$ cat src/logic/asbc_pkg.sv
// Shared constants for the converter sequencing and result-buffer block
package asbc_pkg;
    // Register indices on the plain register port
    localparam logic [4:0] REG_CTRL      = 5'h00;  // Mode and count control
    localparam logic [4:0] REG_SELECT    = 5'h01;  // Multiplexer A and B selections
    localparam logic [4:0] REG_SCAN      = 5'h02;  // Scan input mask
    localparam logic [4:0] REG_STATUS    = 5'h03;  // Read-only state
    localparam logic [4:0] REG_CMD       = 5'h04;  // Write-only command pulses
    localparam logic [4:0] REG_BUF_BASE  = 5'h10;  // Result buffer, 16 words
    // Control field positions
    localparam int CTRL_AUTO      = 0;   // Automatic sampling
    localparam int CTRL_SIMSAMP   = 1;   // Simultaneous sampling
    localparam int CTRL_SPLIT     = 2;   // Split buffer mode
    localparam int CTRL_ALT       = 3;   // Alternate A and B inputs
    localparam int CTRL_SCAN      = 4;   // Scan enable
    localparam int CTRL_CHCNT_LO  = 5;   // Channel count, 2 bits
    localparam int CTRL_SPI_LO    = 8;   // Samples per interrupt, 4 bits
    // Selection field positions
    localparam int SEL_POS0A_LO   = 0;   // Channel 0 positive, A
    localparam int SEL_NEG0A      = 4;   // Channel 0 negative, A
    localparam int SEL_POSUA      = 5;   // Channels 1-3 positive, A
    localparam int SEL_NEGUA_LO   = 6;   // Channels 1-3 negative, A
    localparam int SEL_POS0B_LO   = 8;   // Channel 0 positive, B
    localparam int SEL_NEG0B      = 12;  // Channel 0 negative, B
    localparam int SEL_POSUB      = 13;  // Channels 1-3 positive, B
    localparam int SEL_NEGUB_LO   = 14;  // Channels 1-3 negative, B
    // Command bits
    localparam int CMD_SAMPLE     = 0;   // Begin sampling
    localparam int CMD_TRIGGER    = 1;   // End sampling, start conversion
    // Reset values
    localparam logic [15:0] CTRL_RESET   = 16'h0000;
    localparam logic [15:0] SELECT_RESET = 16'h0000;
    localparam logic [15:0] SCAN_RESET   = 16'h0000;
    // Channel count encodings
    localparam logic [1:0] CHCNT_ONE = 2'h0;  // Channel 0 only
    localparam logic [1:0] CHCNT_TWO = 2'h1;  // Channels 0 and 1
    localparam logic [1:0] LAST_CH_ONE  = 2'h0;
    localparam logic [1:0] LAST_CH_TWO  = 2'h1;
    localparam logic [1:0] LAST_CH_FOUR = 2'h3;
    // Buffer geometry and input count
    localparam int BUF_WORDS  = 16;
    localparam int ADDR_W     = 4;
    localparam int NUM_INPUTS = 16;
    // Sequencer states
    typedef enum logic [1:0] {
        ST_IDLE,
        ST_SAMPLE,
        ST_CONVERT
    } asbc_state_t;
endpackage

$ cat src/logic/asbc_buf_if.sv
// Carrier between the sequencer and the result store
`timescale 1ns/1ps
`default_nettype none
interface asbc_buf_if #(
    parameter int RESULT_W = 10
);
    logic                wr_en;    // Store one result
    logic [3:0]          wr_addr;  // Word written
    logic [RESULT_W-1:0] wr_data;  // Result written
    logic [3:0]          rd_addr;  // Word read
    logic [RESULT_W-1:0] rd_data;  // Word read back
    modport seq   (output wr_en, output wr_addr, output wr_data, output rd_addr, input rd_data);
    modport store (input wr_en, input wr_addr, input wr_data, input rd_addr, output rd_data);
endinterface
`default_nettype wire

$ cat src/logic/asbc_top.sv
// Sequencer, input selection and result-buffer control of the converter
//
// Added by the designer: the address map and the address-and-strobe port.
`timescale 1ns/1ps
`default_nettype none
module asbc_top #(
    parameter int RESULT_W = 10
) (
    input  wire logic                clk,
    input  wire logic                rst,
    // Register port
    input  wire logic [4:0]          reg_addr,
    input  wire logic [15:0]         reg_wdata,
    input  wire logic                reg_wr,
    input  wire logic                reg_rd,
    output logic [15:0]              reg_rdata,
    // Converter core
    input  wire logic                conv_trigger,
    input  wire logic                conv_done,
    input  wire logic [RESULT_W-1:0] conv_result,
    output logic                     conv_start,
    output logic [1:0]               conv_channel,
    output logic                     sample_hold_sample,
    output logic [3:0]               channel_enable,
    // Analog multiplexer selections
    output logic [3:0]               sh0_pos_input,
    output logic                     sh0_neg_input,
    output logic                     sh_upper_pos_input,
    output logic [1:0]               sh_upper_neg_input,
    // Conversion interrupt
    output logic                     conv_irq
);
    import asbc_pkg::*;

    // Parameter check
    if (RESULT_W < 1 || RESULT_W > 16) begin : g_bad_width
        $error("RESULT_W must be 1 to 16");
    end

    asbc_buf_if #(.RESULT_W(RESULT_W)) buf_bus ();  // Store link

    logic [15:0]   ctrl;            // Control register
    logic [15:0]   sel;             // Selection register
    logic [15:0]   scan_input_mask; // Scan mask register
    asbc_state_t   state;           // Sequencer state
    logic [3:0]    event_cnt;       // Sample events this period
    logic [3:0]    wr_ptr;          // Fill position
    logic          buffer_half_status; // Half being filled
    logic [3:0]    scan_pos;        // Next input to scan
    logic          scan_fresh;      // Period start, use lowest
    logic          alt_phase;       // Use B selections
    logic [3:0]    last_ch;         // Highest enabled channel

    // Control fields
    logic          auto_sample_enable;
    logic          split_buffer_mode;
    logic          alternate_input_select;
    logic          scan_enable;
    logic [1:0]    channel_count_select;
    logic [3:0]    samples_per_interrupt;
    assign auto_sample_enable     = ctrl[CTRL_AUTO];
    assign split_buffer_mode      = ctrl[CTRL_SPLIT];
    assign alternate_input_select = ctrl[CTRL_ALT];
    assign scan_enable            = ctrl[CTRL_SCAN];
    assign channel_count_select   = ctrl[CTRL_CHCNT_LO +: 2];
    assign samples_per_interrupt  = ctrl[CTRL_SPI_LO +: 4];

    // Command decode
    logic wr_cmd;        // Command write this cycle
    logic start_sample;  // Software begins sampling
    logic trigger;       // Any conversion trigger
    assign wr_cmd       = reg_wr && (reg_addr == REG_CMD);
    assign start_sample = wr_cmd && reg_wdata[CMD_SAMPLE];
    assign trigger      = conv_trigger || (wr_cmd && reg_wdata[CMD_TRIGGER]);

    // Sequence milestones
    logic result_in;   // A conversion finished
    logic event_end;   // Last channel of the event done
    logic period_end;  // Event count reached
    assign result_in  = (state == ST_CONVERT) && conv_done;
    assign event_end  = result_in && (conv_channel == last_ch[1:0]);
    assign period_end = event_end && (event_cnt == samples_per_interrupt);

    // Highest channel from the count field
    always_comb begin
        case (channel_count_select)
            CHCNT_ONE: last_ch = {2'h0, LAST_CH_ONE};
            CHCNT_TWO: last_ch = {2'h0, LAST_CH_TWO};
            default:   last_ch = {2'h0, LAST_CH_FOUR};
        endcase
    end

    // Lowest input set in the mask
    function automatic logic [3:0] lowest_in(input logic [15:0] mask);
        logic [3:0] r;
        r = 4'h0;
        for (int i = NUM_INPUTS - 1; i >= 0; i--) begin
            if (mask[i]) begin
                r = 4'(i);
            end
        end
        return r;
    endfunction

    // Next input set above cur, wrapping round
    function automatic logic [3:0] next_in(input logic [15:0] mask, input logic [3:0] cur);
        logic [3:0] r;
        logic [3:0] p;
        r = cur;
        for (int i = NUM_INPUTS - 1; i >= 1; i--) begin
            p = cur + 4'(i);
            if (mask[p]) begin
                r = p;
            end
        end
        return r;
    endfunction

    // Input scanned by channel 0 on this event
    logic [3:0] scan_now;
    assign scan_now = scan_fresh ? lowest_in(scan_input_mask) : scan_pos;

    // Software registers; the buffer range takes no writes
    always_ff @(posedge clk) begin
        if (rst) begin
            ctrl            <= CTRL_RESET;
            sel             <= SELECT_RESET;
            scan_input_mask <= SCAN_RESET;
        end else if (reg_wr) begin
            case (reg_addr)
                REG_CTRL:   ctrl            <= reg_wdata;
                REG_SELECT: sel             <= reg_wdata;
                REG_SCAN:   scan_input_mask <= reg_wdata;
                default:    ;  // Buffer and status ignore writes
            endcase
        end
    end

    // Sample and convert sequencer
    always_ff @(posedge clk) begin
        if (rst) begin
            state        <= ST_IDLE;
            conv_start   <= 1'b0;
            conv_channel <= 2'h0;
        end else begin
            conv_start <= 1'b0;
            case (state)
                ST_IDLE: begin
                    // Auto mode samples on its own
                    if (auto_sample_enable || start_sample) begin
                        state <= ST_SAMPLE;
                    end
                end
                ST_SAMPLE: begin
                    // All enabled channels held at once
                    if (trigger) begin
                        state        <= ST_CONVERT;
                        conv_channel <= 2'h0;
                        conv_start   <= 1'b1;
                    end
                end
                ST_CONVERT: begin
                    if (event_end) begin
                        state <= auto_sample_enable ? ST_SAMPLE : ST_IDLE;
                    end else if (result_in) begin
                        // Channels in order 0, 1, 2, 3
                        conv_channel <= conv_channel + 2'h1;
                        conv_start   <= 1'b1;
                    end
                end
                default: state <= ST_IDLE;
            endcase
        end
    end

    // Event counting and interrupt
    always_ff @(posedge clk) begin
        if (rst) begin
            event_cnt <= 4'h0;
            conv_irq  <= 1'b0;
        end else begin
            conv_irq <= period_end;
            if (period_end) begin
                event_cnt <= 4'h0;
            end else if (event_end) begin
                event_cnt <= event_cnt + 4'h1;
            end
        end
    end

    // Buffer fill position and half
    always_ff @(posedge clk) begin
        if (rst) begin
            wr_ptr             <= 4'h0;
            buffer_half_status <= 1'b0;
        end else if (reg_wr && reg_addr == REG_CTRL && reg_wdata[CTRL_SPLIT] && !split_buffer_mode) begin
            // Entering split mode starts in the lower half
            wr_ptr             <= 4'h0;
            buffer_half_status <= 1'b0;
        end else if (period_end) begin
            // Restart fill at the start of a half or buffer
            wr_ptr <= 4'h0;
            if (split_buffer_mode) begin
                buffer_half_status <= ~buffer_half_status;
            end else begin
                buffer_half_status <= 1'b0;
            end
        end else if (result_in) begin
            wr_ptr <= wr_ptr + 4'h1;
        end
    end

    // Write address: in split mode the half bit replaces pointer bit 3
    logic [3:0] wr_addr;
    assign wr_addr = split_buffer_mode ? {buffer_half_status, wr_ptr[2:0]} : wr_ptr;

    // Scan pointer and input bank phase
    always_ff @(posedge clk) begin
        if (rst) begin
            scan_pos   <= 4'h0;
            scan_fresh <= 1'b1;
            alt_phase  <= 1'b0;
        end else if (period_end) begin
            // Each period scans from the lowest input
            scan_fresh <= 1'b1;
            alt_phase  <= 1'b0;
        end else if (event_end) begin
            // One scanned input per event, ascending
            scan_pos   <= next_in(scan_input_mask, scan_now);
            scan_fresh <= 1'b0;
            alt_phase  <= alternate_input_select & ~alt_phase;
        end
    end

    // Multiplexer and channel outputs
    always_ff @(posedge clk) begin
        if (rst) begin
            sh0_pos_input      <= 4'h0;
            sh0_neg_input      <= 1'b0;
            sh_upper_pos_input <= 1'b0;
            sh_upper_neg_input <= 2'h0;
            sample_hold_sample <= 1'b0;
            channel_enable     <= 4'h0;
        end else begin
            sample_hold_sample <= (state == ST_SAMPLE) && !trigger;
            // One bit per enabled channel
            for (int c = 0; c < 4; c++) begin
                channel_enable[c] <= (4'(c) <= last_ch);
            end
            if (alt_phase) begin
                sh0_pos_input      <= sel[SEL_POS0B_LO +: 4];
                sh0_neg_input      <= sel[SEL_NEG0B];
                sh_upper_pos_input <= sel[SEL_POSUB];
                sh_upper_neg_input <= sel[SEL_NEGUB_LO +: 2];
            end else begin
                // Mask scan overrides the A positive field
                sh0_pos_input      <= scan_enable ? scan_now : sel[SEL_POS0A_LO +: 4];
                sh0_neg_input      <= sel[SEL_NEG0A];
                sh_upper_pos_input <= sel[SEL_POSUA];
                sh_upper_neg_input <= sel[SEL_NEGUA_LO +: 2];
            end
        end
    end

    // Store link
    assign buf_bus.wr_en   = result_in;
    assign buf_bus.wr_addr = wr_addr;
    assign buf_bus.wr_data = conv_result;
    assign buf_bus.rd_addr = reg_addr[3:0];

    asbc_result_store u_store (
        .clk (clk),
        .bus (buf_bus)
    );

    // Status word
    logic [15:0] status;
    assign status = {4'h0, wr_addr, event_cnt, 1'b0, state == ST_CONVERT,
                     state == ST_SAMPLE, buffer_half_status};

    // Read data one cycle after the strobe
    always_ff @(posedge clk) begin
        if (rst) begin
            reg_rdata <= 16'h0000;
        end else if (reg_rd) begin
            if (reg_addr >= REG_BUF_BASE) begin
                reg_rdata <= 16'(buf_bus.rd_data);
            end else begin
                case (reg_addr)
                    REG_CTRL:   reg_rdata <= ctrl;
                    REG_SELECT: reg_rdata <= sel;
                    REG_SCAN:   reg_rdata <= scan_input_mask;
                    REG_STATUS: reg_rdata <= status;
                    default:    reg_rdata <= 16'h0000;
                endcase
            end
        end else begin
            reg_rdata <= 16'h0000;
        end
    end
endmodule // asbc_top
`default_nettype wire

$ cat src/logic/asbc_result_store.sv
// Sixteen-word result store written only by the sequencer
`timescale 1ns/1ps
`default_nettype none
module asbc_result_store (
    input wire logic clk,
    asbc_buf_if.store bus
);
    import asbc_pkg::*;

    // Result words, no reset needed
    logic [$bits(bus.wr_data)-1:0] words [BUF_WORDS];

    // Sequencer writes only; software has no write path here
    always_ff @(posedge clk) begin
        if (bus.wr_en) begin
            words[bus.wr_addr] <= bus.wr_data;
        end
    end

    // Plain read, registered by the top
    assign bus.rd_data = words[bus.rd_addr];
endmodule // asbc_result_store
`default_nettype wire

$ cat config.mk
export PLATFORM = sky130hd
export DESIGN_NAME = asbc_top
export DESIGN_NICKNAME = d
export VERILOG_FILES = /design/src/logic/asbc_pkg.sv /design/src/logic/asbc_buf_if.sv /design/src/logic/asbc_top.sv /design/src/logic/asbc_result_store.sv
export SDC_FILE = /design/constraint.sdc
export NUM_CORES = 1
export LEC_CHECK = 0
export ABC_AREA = 1
export BUFFER_PORTS_ARGS = -buffer_cell sky130_fd_sc_hd__buf_2
export CORE_MARGIN = 4
export CORE_UTILIZATION = 60
export CTS_CLUSTER_SIZE = 12
export DETAILED_ROUTE_END_ITERATION = 16
export HOLD_SLACK_MARGIN = 0.1
export PLACE_DENSITY = 0.79
export SYNTH_ARGS = -nofsm -noshare
export SYNTH_HDL_FRONTEND = slang
export SYNTH_SLANG_ARGS = --single-unit
$ cat constraint.sdc
create_clock -name clk -period 4.8 [get_ports clk]
set_clock_uncertainty 0.15 [all_clocks]
set_input_delay 0.24 -clock clk [delete_from_list [all_inputs] [get_ports clk]]
set_output_delay 0.24 -clock clk [all_outputs]
set_load 0.05 [all_outputs]
==> flow_metrics.env, run 1 <==
export IMPL_rows=51
export IMPL_io_pins=70
export IMPL_critPathCapture="scan_pos[0]"
export IMPL_r2r_end="scan_pos[0]"
export IMPL_antenna_cells=0
export IMPL_fp_dieW_um=149
export IMPL_start_util=0.610
export IMPL_critical_path_max_stage_delay_ps=310
export IMPL_synth_edf_count=160
export IMPL_grt_pass1_vias=9699
export IMPL_holdWs_ps=120
export IMPL_ys_seq_area_frac=0.569
export IMPL_power_total_uw=5150
export IMPL_clkLatencyLatePin_ps=530
export IMPL_design_core_area_um2=19500
export IMPL_wl_per_cell_um=20.7
export IMPL_period_share=0.878
export IMPL_num_vias=10100
export IMPL_cp_common_cell="nand2_1"
export IMPL_outcome="finished, final reports clean"
export IMPL_cts_buffers=26
export IMPL_ant_nets=0
export IMPL_worst_slew_pin_transition_ps=1230
export IMPL_dr_pass1_iters=6
export IMPL_synthCells=1272
export IMPL_drive_above_1_share=0.118
export IMPL_maxCapViolCount=0
export IMPL_fmax_ghz=0.237
export IMPL_dp_worst_setup_slack_ps=578
export IMPL_synthArstFlopShare=0
export IMPL_worst_path_max_delay_cell="dfxtp_1"
export IMPL_htree_levels=1
export IMPL_grt_max_degree=42
export IMPL_die_area_um2=22100
export IMPL_rsz0062_at_grt="no"
export IMPL_rr_worst_depth=39
export IMPL_synth_warnings=0
export IMPL_ys_types=49
export IMPL_synth_area_um2=11900
export IMPL_final_area_um2=13500
export IMPL_cp_required_ps=5050
export IMPL_maxSlewHeadroom=0.179
export IMPL_grt_first_pass_wirelength_um=52900
export IMPL_track_usage=0.309
export IMPL_vias_per_cell=6.13
export IMPL_finalSetupViolations=0
export IMPL_layout_setup_ws_ps=586
export IMPL_crit_path_start_kind="flop"
export IMPL_antenna_found_initial=0
export IMPL_dp_hpwl_um=22900
export IMPL_cts_tree="yes"
export IMPL_r2r_start="scan_input_mask[14]"
export IMPL_die_h_um=149
export IMPL_port_buffer_count=69
export IMPL_syn2layout_area_growth_pct=13.7
export IMPL_final_common_cell="nand2_1"
export IMPL_syn_nets=1324
export IMPL_ys_ff_latch=257
export IMPL_finalHoldViolCount=0
export IMPL_syn_avg_cell_area_um2=9.33
export IMPL_hold_depth=2
export IMPL_ir_drop_mv=0.279
export IMPL_mostFrequentLayoutCells="nand2_1, edfxtp_1, inv_1, nand3_1, dfxtp_1"
export IMPL_endpoint_kind="flop"
export IMPL_drt_total_wl_um=34100
export IMPL_path_class="reg -> reg"
export IMPL_arrival_ps=4470
export IMPL_gp_congestion=0.970
export IMPL_clockBufferDepth=3
export IMPL_cts_sinks=257
export IMPL_route_detailed_drc=0
export IMPL_cellPowerDensity_nw_per_um2=382
export IMPL_setup_tns_ps=0
export IMPL_post_cts_buffers=0
export IMPL_crit_fanout=31
export IMPL_grt_ovfl_total=0
export IMPL_nets=1412
export IMPL_root_buffer="clkbuf_16"
export IMPL_clk_pin_slew_ps=70
export IMPL_first_iter_violations=1280
export IMPL_hold_class="in -> reg"
export IMPL_cp_startpoint="scan_input_mask[14]"
export IMPL_synthFlopType="edfxtp_1"
export IMPL_regToRegSetupSlack_ps=590
export IMPL_fin_crit_ps=4210
export IMPL_post_dp_cell_area_um2=12400
export IMPL_maxSlewViolCount=0
export IMPL_p_leak_uw=0.00531
==> area by class of cell <==
class,instances,area [um^2]
sequential,257,6750
fill,1439,5970
multi-input combinational,828,4380
timing repair buffer,113,756
clock buffer,44,748
inverter,134,503
tap,265,332
clock inverter,3,27.5
==> through the flow <==
stage,instances,util
2_1_floorplan,1272,-
3_3_place_gp,1565,0.636
3_5_place_dp,1565,0.636
4_1_cts,1644,0.693
5_1_grt,1644,0.693
6_report,1644,0.693
==> flip-flops by register name, summed over array words and instances (netlist names), 3 cells and up <==
name	count
u_store.words	160
ctrl	16
reg_rdata	16
scan_input_mask	16
sel	16
event_cnt	4
scan_pos	4
sh0_pos_input	4
wr_ptr	4
channel_enable	3
==> routing by layer <==
layer | track usage | part of all wire
met1 | 0.409 | 0.38
met2 | 0.502 | 0.47
met3 | 0.0695 | 0.11
met4 | 0.113 | 0.045
met5 | 0.0205 | 0.0017
==> worst min path at each step <==
stage                              start                   to  slack, ps
final                                rst   sample_hold_sample        120
after global routing                 rst          scan_pos[2]        150
after CTS                            rst          scan_pos[2]        110
after detailed placement         ctrl[1]              ctrl[1]        300
after global placement           ctrl[1]              ctrl[1]        300
after floorplan           conv_result[0]  u_store.words[0][0]        190
==> timing repair <==
action                     CTS  global route
hold buffers                32             0
setup endpoints to repair    0             2
hold endpoints to repair   216             0
gates resized for setup      0             1
==> critical path: cells and delay by family (launching register included) <==
| kind | cells | cell delay, ps |
|---|---|---|
| adders and majority gates | 1 | 260 |
| DFF | 1 | 310 |
| xor gates and xnor gates | 1 | 310 |
| and+or+nand+nor | 30 | 2240 |
| buffers and inverters | 4 | 490 |
| AOI/OAI and AO/OA | 3 | 360 |
==> where the power goes <==
group	internal, uW	leakage, uW	total, uW	switching, uW
clock network	1060	0.000368	1850	799
registers	2360	0.00222	2380	14.9
logic	291	0.00272	919	628
total	3710	0.00531	5150	1440
==> Yosys cell counts (3+ instances only) <==
master	count	area, um^2
a221oi_1	13	114
a211oi_1	17	128
o22ai_1	12	75.1
buf_6	4	45.0
edfxtp_1	160	4800
nand2_1	263	987
a21oi_2	4	35.0
nand2_2	6	37.5
clkinv_1	3	11.3
nand3_2	4	40.0
clkbuf_1	41	154
nand4_1	4	25.0
a31oi_1	9	56.3
inv_2	11	41.3
nor4_1	3	18.8
xor2_1	9	78.8
o21ai_1	3	15.0
a22oi_1	76	571
nand3_1	100	500
a31o_2	6	52.6
buf_4	4	30.0
buf_2	3	15.0
ha_1	15	188
a21oi_1	92	460
o221ai_1	4	35.0
inv_1	120	450
dfxtp_1	97	1940
nor2_1	93	349
o21ai_2	6	52.6
o21ai_0	65	325
==> kinds of logic (layout without fill, tap and decap cells) <==
family | count (synthesis) | count (layout) | synth area share
AOI/OAI and AO/OA | 316 | 316 | 0.169
xor gates and xnor gates | 11 | 11 | 0.00939
adders and majority gates | 15 | 15 | 0.0158
buffers and inverters | 187 | 294 | 0.0637
DFF | 257 | 257 | 0.569
and+or+nand+nor | 486 | 486 | 0.174
Power figures use the tool's default switching activity.
==> run 2: changes to the inputs <==
CORE_MARGIN = unset   (was 4)
==> flow_metrics.env, run 2 (synthesis results as in run 1) <==
export IMPL_outcome="finished, final reports clean"
export IMPL_ir_drop_mv=0.295
export IMPL_fillerInstances=1461
export IMPL_drt_total_wl_um=34600
export IMPL_min_from="reg_addr[4]"
export IMPL_endpoint_kind="flop"
export IMPL_mostFrequentLayoutCells="nand2_1, edfxtp_1, inv_1, nand3_1, dfxtp_1"
export IMPL_maxSlewViolCount=0
export IMPL_drive_above_1_share=0.121
export IMPL_final_common_cell="nand2_1"
export IMPL_clk_pin_slew_ps=60
export IMPL_cp_common_cell="nand2_1"
export IMPL_cp_required_ps=5030
export IMPL_antenna_cells=0
export IMPL_grt_max_degree=42
export IMPL_holdWs_ps=155
export IMPL_hold_depth=6
export IMPL_die_area_um2=20300
export IMPL_period_share=0.893
export IMPL_nets=1415
export IMPL_swShare=0.277
export IMPL_setup_tns_ps=0
export IMPL_crit_fanout=31
export IMPL_fmax_ghz=0.233
export IMPL_antenna_found_initial=1
export IMPL_grt_first_pass_wirelength_um=52600
export IMPL_p_leak_uw=0.00535
export IMPL_design_core_area_um2=19400
export IMPL_start_util=0.612
export IMPL_cts_buffers=26
export IMPL_power_total_uw=5250
export IMPL_cts_resized=0
export IMPL_regToRegSetupSlack_ps=520
export IMPL_num_vias=10200
export IMPL_io_pins=70
export IMPL_power_switching_uw=1450
export IMPL_post_cts_buffers=0
export IMPL_port_buffer_count=69
export IMPL_cell_internal_pwr_uw=3800
export IMPL_arrival_ps=4510
export IMPL_cts_tree="yes"
export IMPL_largest_register_ffs=160
export IMPL_dp_hpwl_um=23200
export IMPL_worstHoldEndpoint="conv_start"
export IMPL_track_usage=0.345
export IMPL_grt_pass1_vias=9309
export IMPL_clkLatencyLatePin_ps=530
export IMPL_regArea_um2=6750
export IMPL_grt_ovfl_total=0
export IMPL_rows=51
export IMPL_ant_nets=0
export IMPL_dr_pass1_iters=6
export IMPL_finalHoldViolCount=0
export IMPL_registers_top_by_ff_count="u_store.words"
export IMPL_route_detailed_drc=0
export IMPL_gp_congestion=0.919
export IMPL_vias_per_cell=6.19
export IMPL_fp_dieW_um=143
export IMPL_fin_crit_ps=4280
export IMPL_post_route_util=0.698
export IMPL_hold_class="in -> reg"
export IMPL_power_frac_seq=0.453
export IMPL_critical_path_max_stage_delay_ps=410
export IMPL_cellPowerDensity_nw_per_um2=388
export IMPL_combPwrFrac=0.175
export IMPL_htree_levels=1
export IMPL_multiInputGateArea_um2=4370
export IMPL_syn2layout_area_growth_pct=14.2
export IMPL_r2r_end="scan_pos[2]"
export IMPL_maxSlewHeadroom=0.147
export IMPL_path_class="reg -> reg"
export IMPL_clockPowerShare=0.372
export IMPL_clockBufferDepth=3
export IMPL_first_iter_violations=1357
export IMPL_worst_slew_pin_transition_ps=1280
export IMPL_cts_sinks=257
export IMPL_crit_path_start_kind="flop"
export IMPL_rr_worst_depth=41
export IMPL_root_buffer="clkbuf_16"
export IMPL_maxCapViolCount=0
export IMPL_die_h_um=143
export IMPL_hold_buffers=32
export IMPL_rsz0062_at_grt="no"
export IMPL_wl_per_cell_um=21.0
export IMPL_finalSetupViolations=0
export IMPL_r2r_start="scan_input_mask[14]"
export IMPL_worst_path_max_delay_cell="xnor2_2"
run 2: metrics by stage:
step | cells | worst slack, ps | area, um^2
floorplan | 1272 | 1410 | 11900
global placement | 1568 | 733 | 12400
detailed placement | 1568 | 643 | 12400
CTS | 1647 | 618 | 13500
global route | 1647 | 52.5 | 13500
finish | 1647 | 516 | 13500
run 2: final cells by class:
type / instances / area share
Tap cell: 265 / 0.0245
Clock buffer: 43 / 0.0542
Clock inverter: 4 / 0.00600
Sequential cell: 257 / 0.498
Timing Repair Buffer: 116 / 0.0575
Inverter: 134 / 0.0371
Multi-Input combinational cell: 828 / 0.323
run 2: per-layer routing:
layer  track usage  vias to the layer above  wire [um]
met5             0                        -          0
met4         0.137                        0       1250
met3        0.0570                       93       3520
met2         0.551                      684      16000
met1         0.471                     4773      13900
li1              -                     4637          -
run 2: worst max-delay path by stage:
stage | to | slack, ps | startpoint | depth (start not counted)
2_1_floorplan | scan_pos[2] | 1410 | scan_input_mask[14] | 42
3_3_place_gp | scan_pos[0] | 730 | scan_input_mask[14] | 39
3_5_place_dp | scan_pos[0] | 640 | scan_input_mask[14] | 39
4_1_cts | scan_pos[0] | 620 | scan_input_mask[14] | 39
5_1_grt | scan_pos[3] | 50 | scan_input_mask[14] | 43
6_report | scan_pos[2] | 520 | scan_input_mask[14] | 41
run 2: power by group through the flow:
stage | registers (uW) | logic (uW) | clock network, uW
after CTS | 2380 | 899 | 1960
after global routing | 2380 | 1030 | 2040
final | 2380 | 922 | 1950
after detailed placement | 2430 | 877 | 0
after floorplan | 2450 | 624 | 0
after global placement | 2420 | 878 | 0
run 2: worst max-delay path, delay by kind of cell (launching register included):
family	cells	cell delay (ps)
compound gates	1	50
xor+xnor	1	410
fa+ha+maj	1	230
buf+inv	3	480
flops	1	300
simple gates	35	2510
==> run 3: changes to the inputs <==
CORE_UTILIZATION = 55   (was 60)
PLACE_DENSITY = 0.73   (was 0.79)
==> flow_metrics.env, run 3 (synthesis results as in run 1) <==
export IMPL_cts_buffers=27
export IMPL_crit_path_start_kind="flop"
export IMPL_clockPowerShare=0.383
export IMPL_ir_drop_mv=0.302
export IMPL_outcome="finished, final reports clean"
export IMPL_cp_top_family="simple AND/OR/NAND/NOR gates"
export IMPL_die_area_um2=22200
export IMPL_cts_sinks=257
export IMPL_clk_pin_slew_ps=60
export IMPL_rsz0062_at_grt="no"
export IMPL_swShare=0.277
export IMPL_grt_pass1_vias=9428
export IMPL_num_vias=9950
export IMPL_final_common_cell="nand2_1"
export IMPL_arrival_ps=4480
export IMPL_place_inst=1578
export IMPL_power_switching_uw=1480
export IMPL_first_iter_violations=995
export IMPL_cellPowerDensity_nw_per_um2=391
export IMPL_rows=53
export IMPL_ant_nets=0
export IMPL_htree_levels=1
export IMPL_track_usage=0.310
export IMPL_vias_per_cell=5.99
export IMPL_route_detailed_drc=0
export IMPL_grt_ovfl_total=0
export IMPL_final_area_um2=13600
export IMPL_start_util=0.563
export IMPL_combPwrFrac=0.172
export IMPL_dp_worst_setup_slack_ps=693
export IMPL_dr_pass1_iters=6
export IMPL_path_class="reg -> reg"
export IMPL_port_buffer_count=69
export IMPL_worst_slew_pin_transition_ps=1190
export IMPL_nets=1417
export IMPL_cts_resized=0
export IMPL_period_share=0.880
export IMPL_hold_class="in -> reg"
export IMPL_setup_tns_ps=0
export IMPL_post_dp_cell_area_um2=12400
export IMPL_maxSlewHeadroom=0.202
export IMPL_p_leak_uw=0.00539
export IMPL_root_buffer="clkbuf_16"
export IMPL_fp_dieW_um=149
export IMPL_critical_path_max_stage_delay_ps=420
export IMPL_crit_fanout=31
export IMPL_finalSetupViolations=0
export IMPL_registers_top_by_ff_count="u_store.words"
export IMPL_clockBufferDepth=3
export IMPL_fin_crit_ps=4230
export IMPL_mostFrequentLayoutCells="nand2_1, edfxtp_1, inv_1, nand3_1, dfxtp_1"
export IMPL_drt_total_wl_um=34100
export IMPL_clkLatencyLatePin_ps=550
export IMPL_endpoint_kind="flop"
export IMPL_gp_congestion=0.987
export IMPL_io_pins=70
export IMPL_drive_above_1_share=0.124
export IMPL_largest_register_ffs=160
export IMPL_maxCapViolCount=0
export IMPL_grt_max_degree=42
export IMPL_grt_first_pass_wirelength_um=51800
export IMPL_layout_setup_ws_ps=574
export IMPL_cp_required_ps=5060
export IMPL_maxSlewViolCount=0
export IMPL_cp_common_cell="nand2_1"
export IMPL_fmax_ghz=0.237
export IMPL_fin_cells=1662
export IMPL_power_frac_seq=0.445
export IMPL_design_core_area_um2=21100
export IMPL_dp_hpwl_um=23100
export IMPL_fillerInstances=1696
export IMPL_finalHoldViolCount=0
export IMPL_worst_path_max_delay_cell="xnor2_2"
export IMPL_die_h_um=149
export IMPL_antenna_found_initial=1
export IMPL_wl_per_cell_um=20.5
export IMPL_cts_tree="yes"
export IMPL_cp_num_buf_inv=4
export IMPL_cell_internal_pwr_uw=3870
export IMPL_syn2layout_area_growth_pct=15.0
## run 3: cell types whose count changed in the layout (fill, tap and decap cells not counted), moves of 2 or more
cell and change:
clkbuf_8 +5, nor2_4 +3, clkbuf_1 -2, nor2_2 -3
## run 3: worst reg2reg max path, delay by kind of cell, from the launching register on
kind / cells / cell delay, ps
simple gates: 30 / 2050
buf+inv: 4 / 540
xor+xnor: 1 / 430
compound gates: 3 / 370
flops: 1 / 300
fa+ha+maj: 1 / 230
## run 3: through the flow
step	hold slack (ps)	util	power, uW
CTS	163	0.647	5330
finish	189	0.647	5340
global route	219	0.647	5550
floorplan	189	-	3070
detailed placement	303	0.590	3300
global placement	289	0.590	3300
## run 3: per-layer routing
layer / vias to the layer above / global-route usage / wire length [um] / share of wire
met4: 0 / 0.134 / 1280 / 0.038
li1: 4637 / - / - / -
met2: 529 / 0.506 / 16200 / 0.47
met5: - / 0 / 0 / 0
met3: 94 / 0.0602 / 3210 / 0.094
met1: 4690 / 0.404 / 13400 / 0.39
## run 3: worst paths after layout
kind,cells past startpoint,slack [ps],start,end
worst max-delay path,39,570,scan_input_mask[14],scan_pos[0]
worst max register to register,39,570,scan_input_mask[14],scan_pos[0]
worst min register to register,2,310,ctrl[1],ctrl[1]
worst min-delay path,5,190,reg_addr[4],reg_rdata[9]
## run 3: what timing repair did
action	4_1_cts	5_1_grt
endpoints found under the hold margin	223	0
buffers inserted	0	0
hold buffers	33	0
## run 3: layout make-up
class,instances,area [um^2],area share
flip-flops and latches,257,6750,0.494
repair buffers,117,788,0.0578
inverters,134,503,0.0369
clock inverters,3,57.6,0.00422
clock buffers,47,821,0.0601
multi-input cells,828,4390,0.321
diodes,1,2.50,0.000183
well taps,275,344,0.0252
## run 3: power groups by stage
stage / logic (uW) / clock network (uW) / registers (uW)
final: 919 / 2050 / 2380
after global routing: 1030 / 2130 / 2380
after CTS: 899 / 2060 / 2380
after detailed placement: 874 / 0 / 2430
after global placement: 871 / 0 / 2420
after floorplan: 624 / 0 / 2450
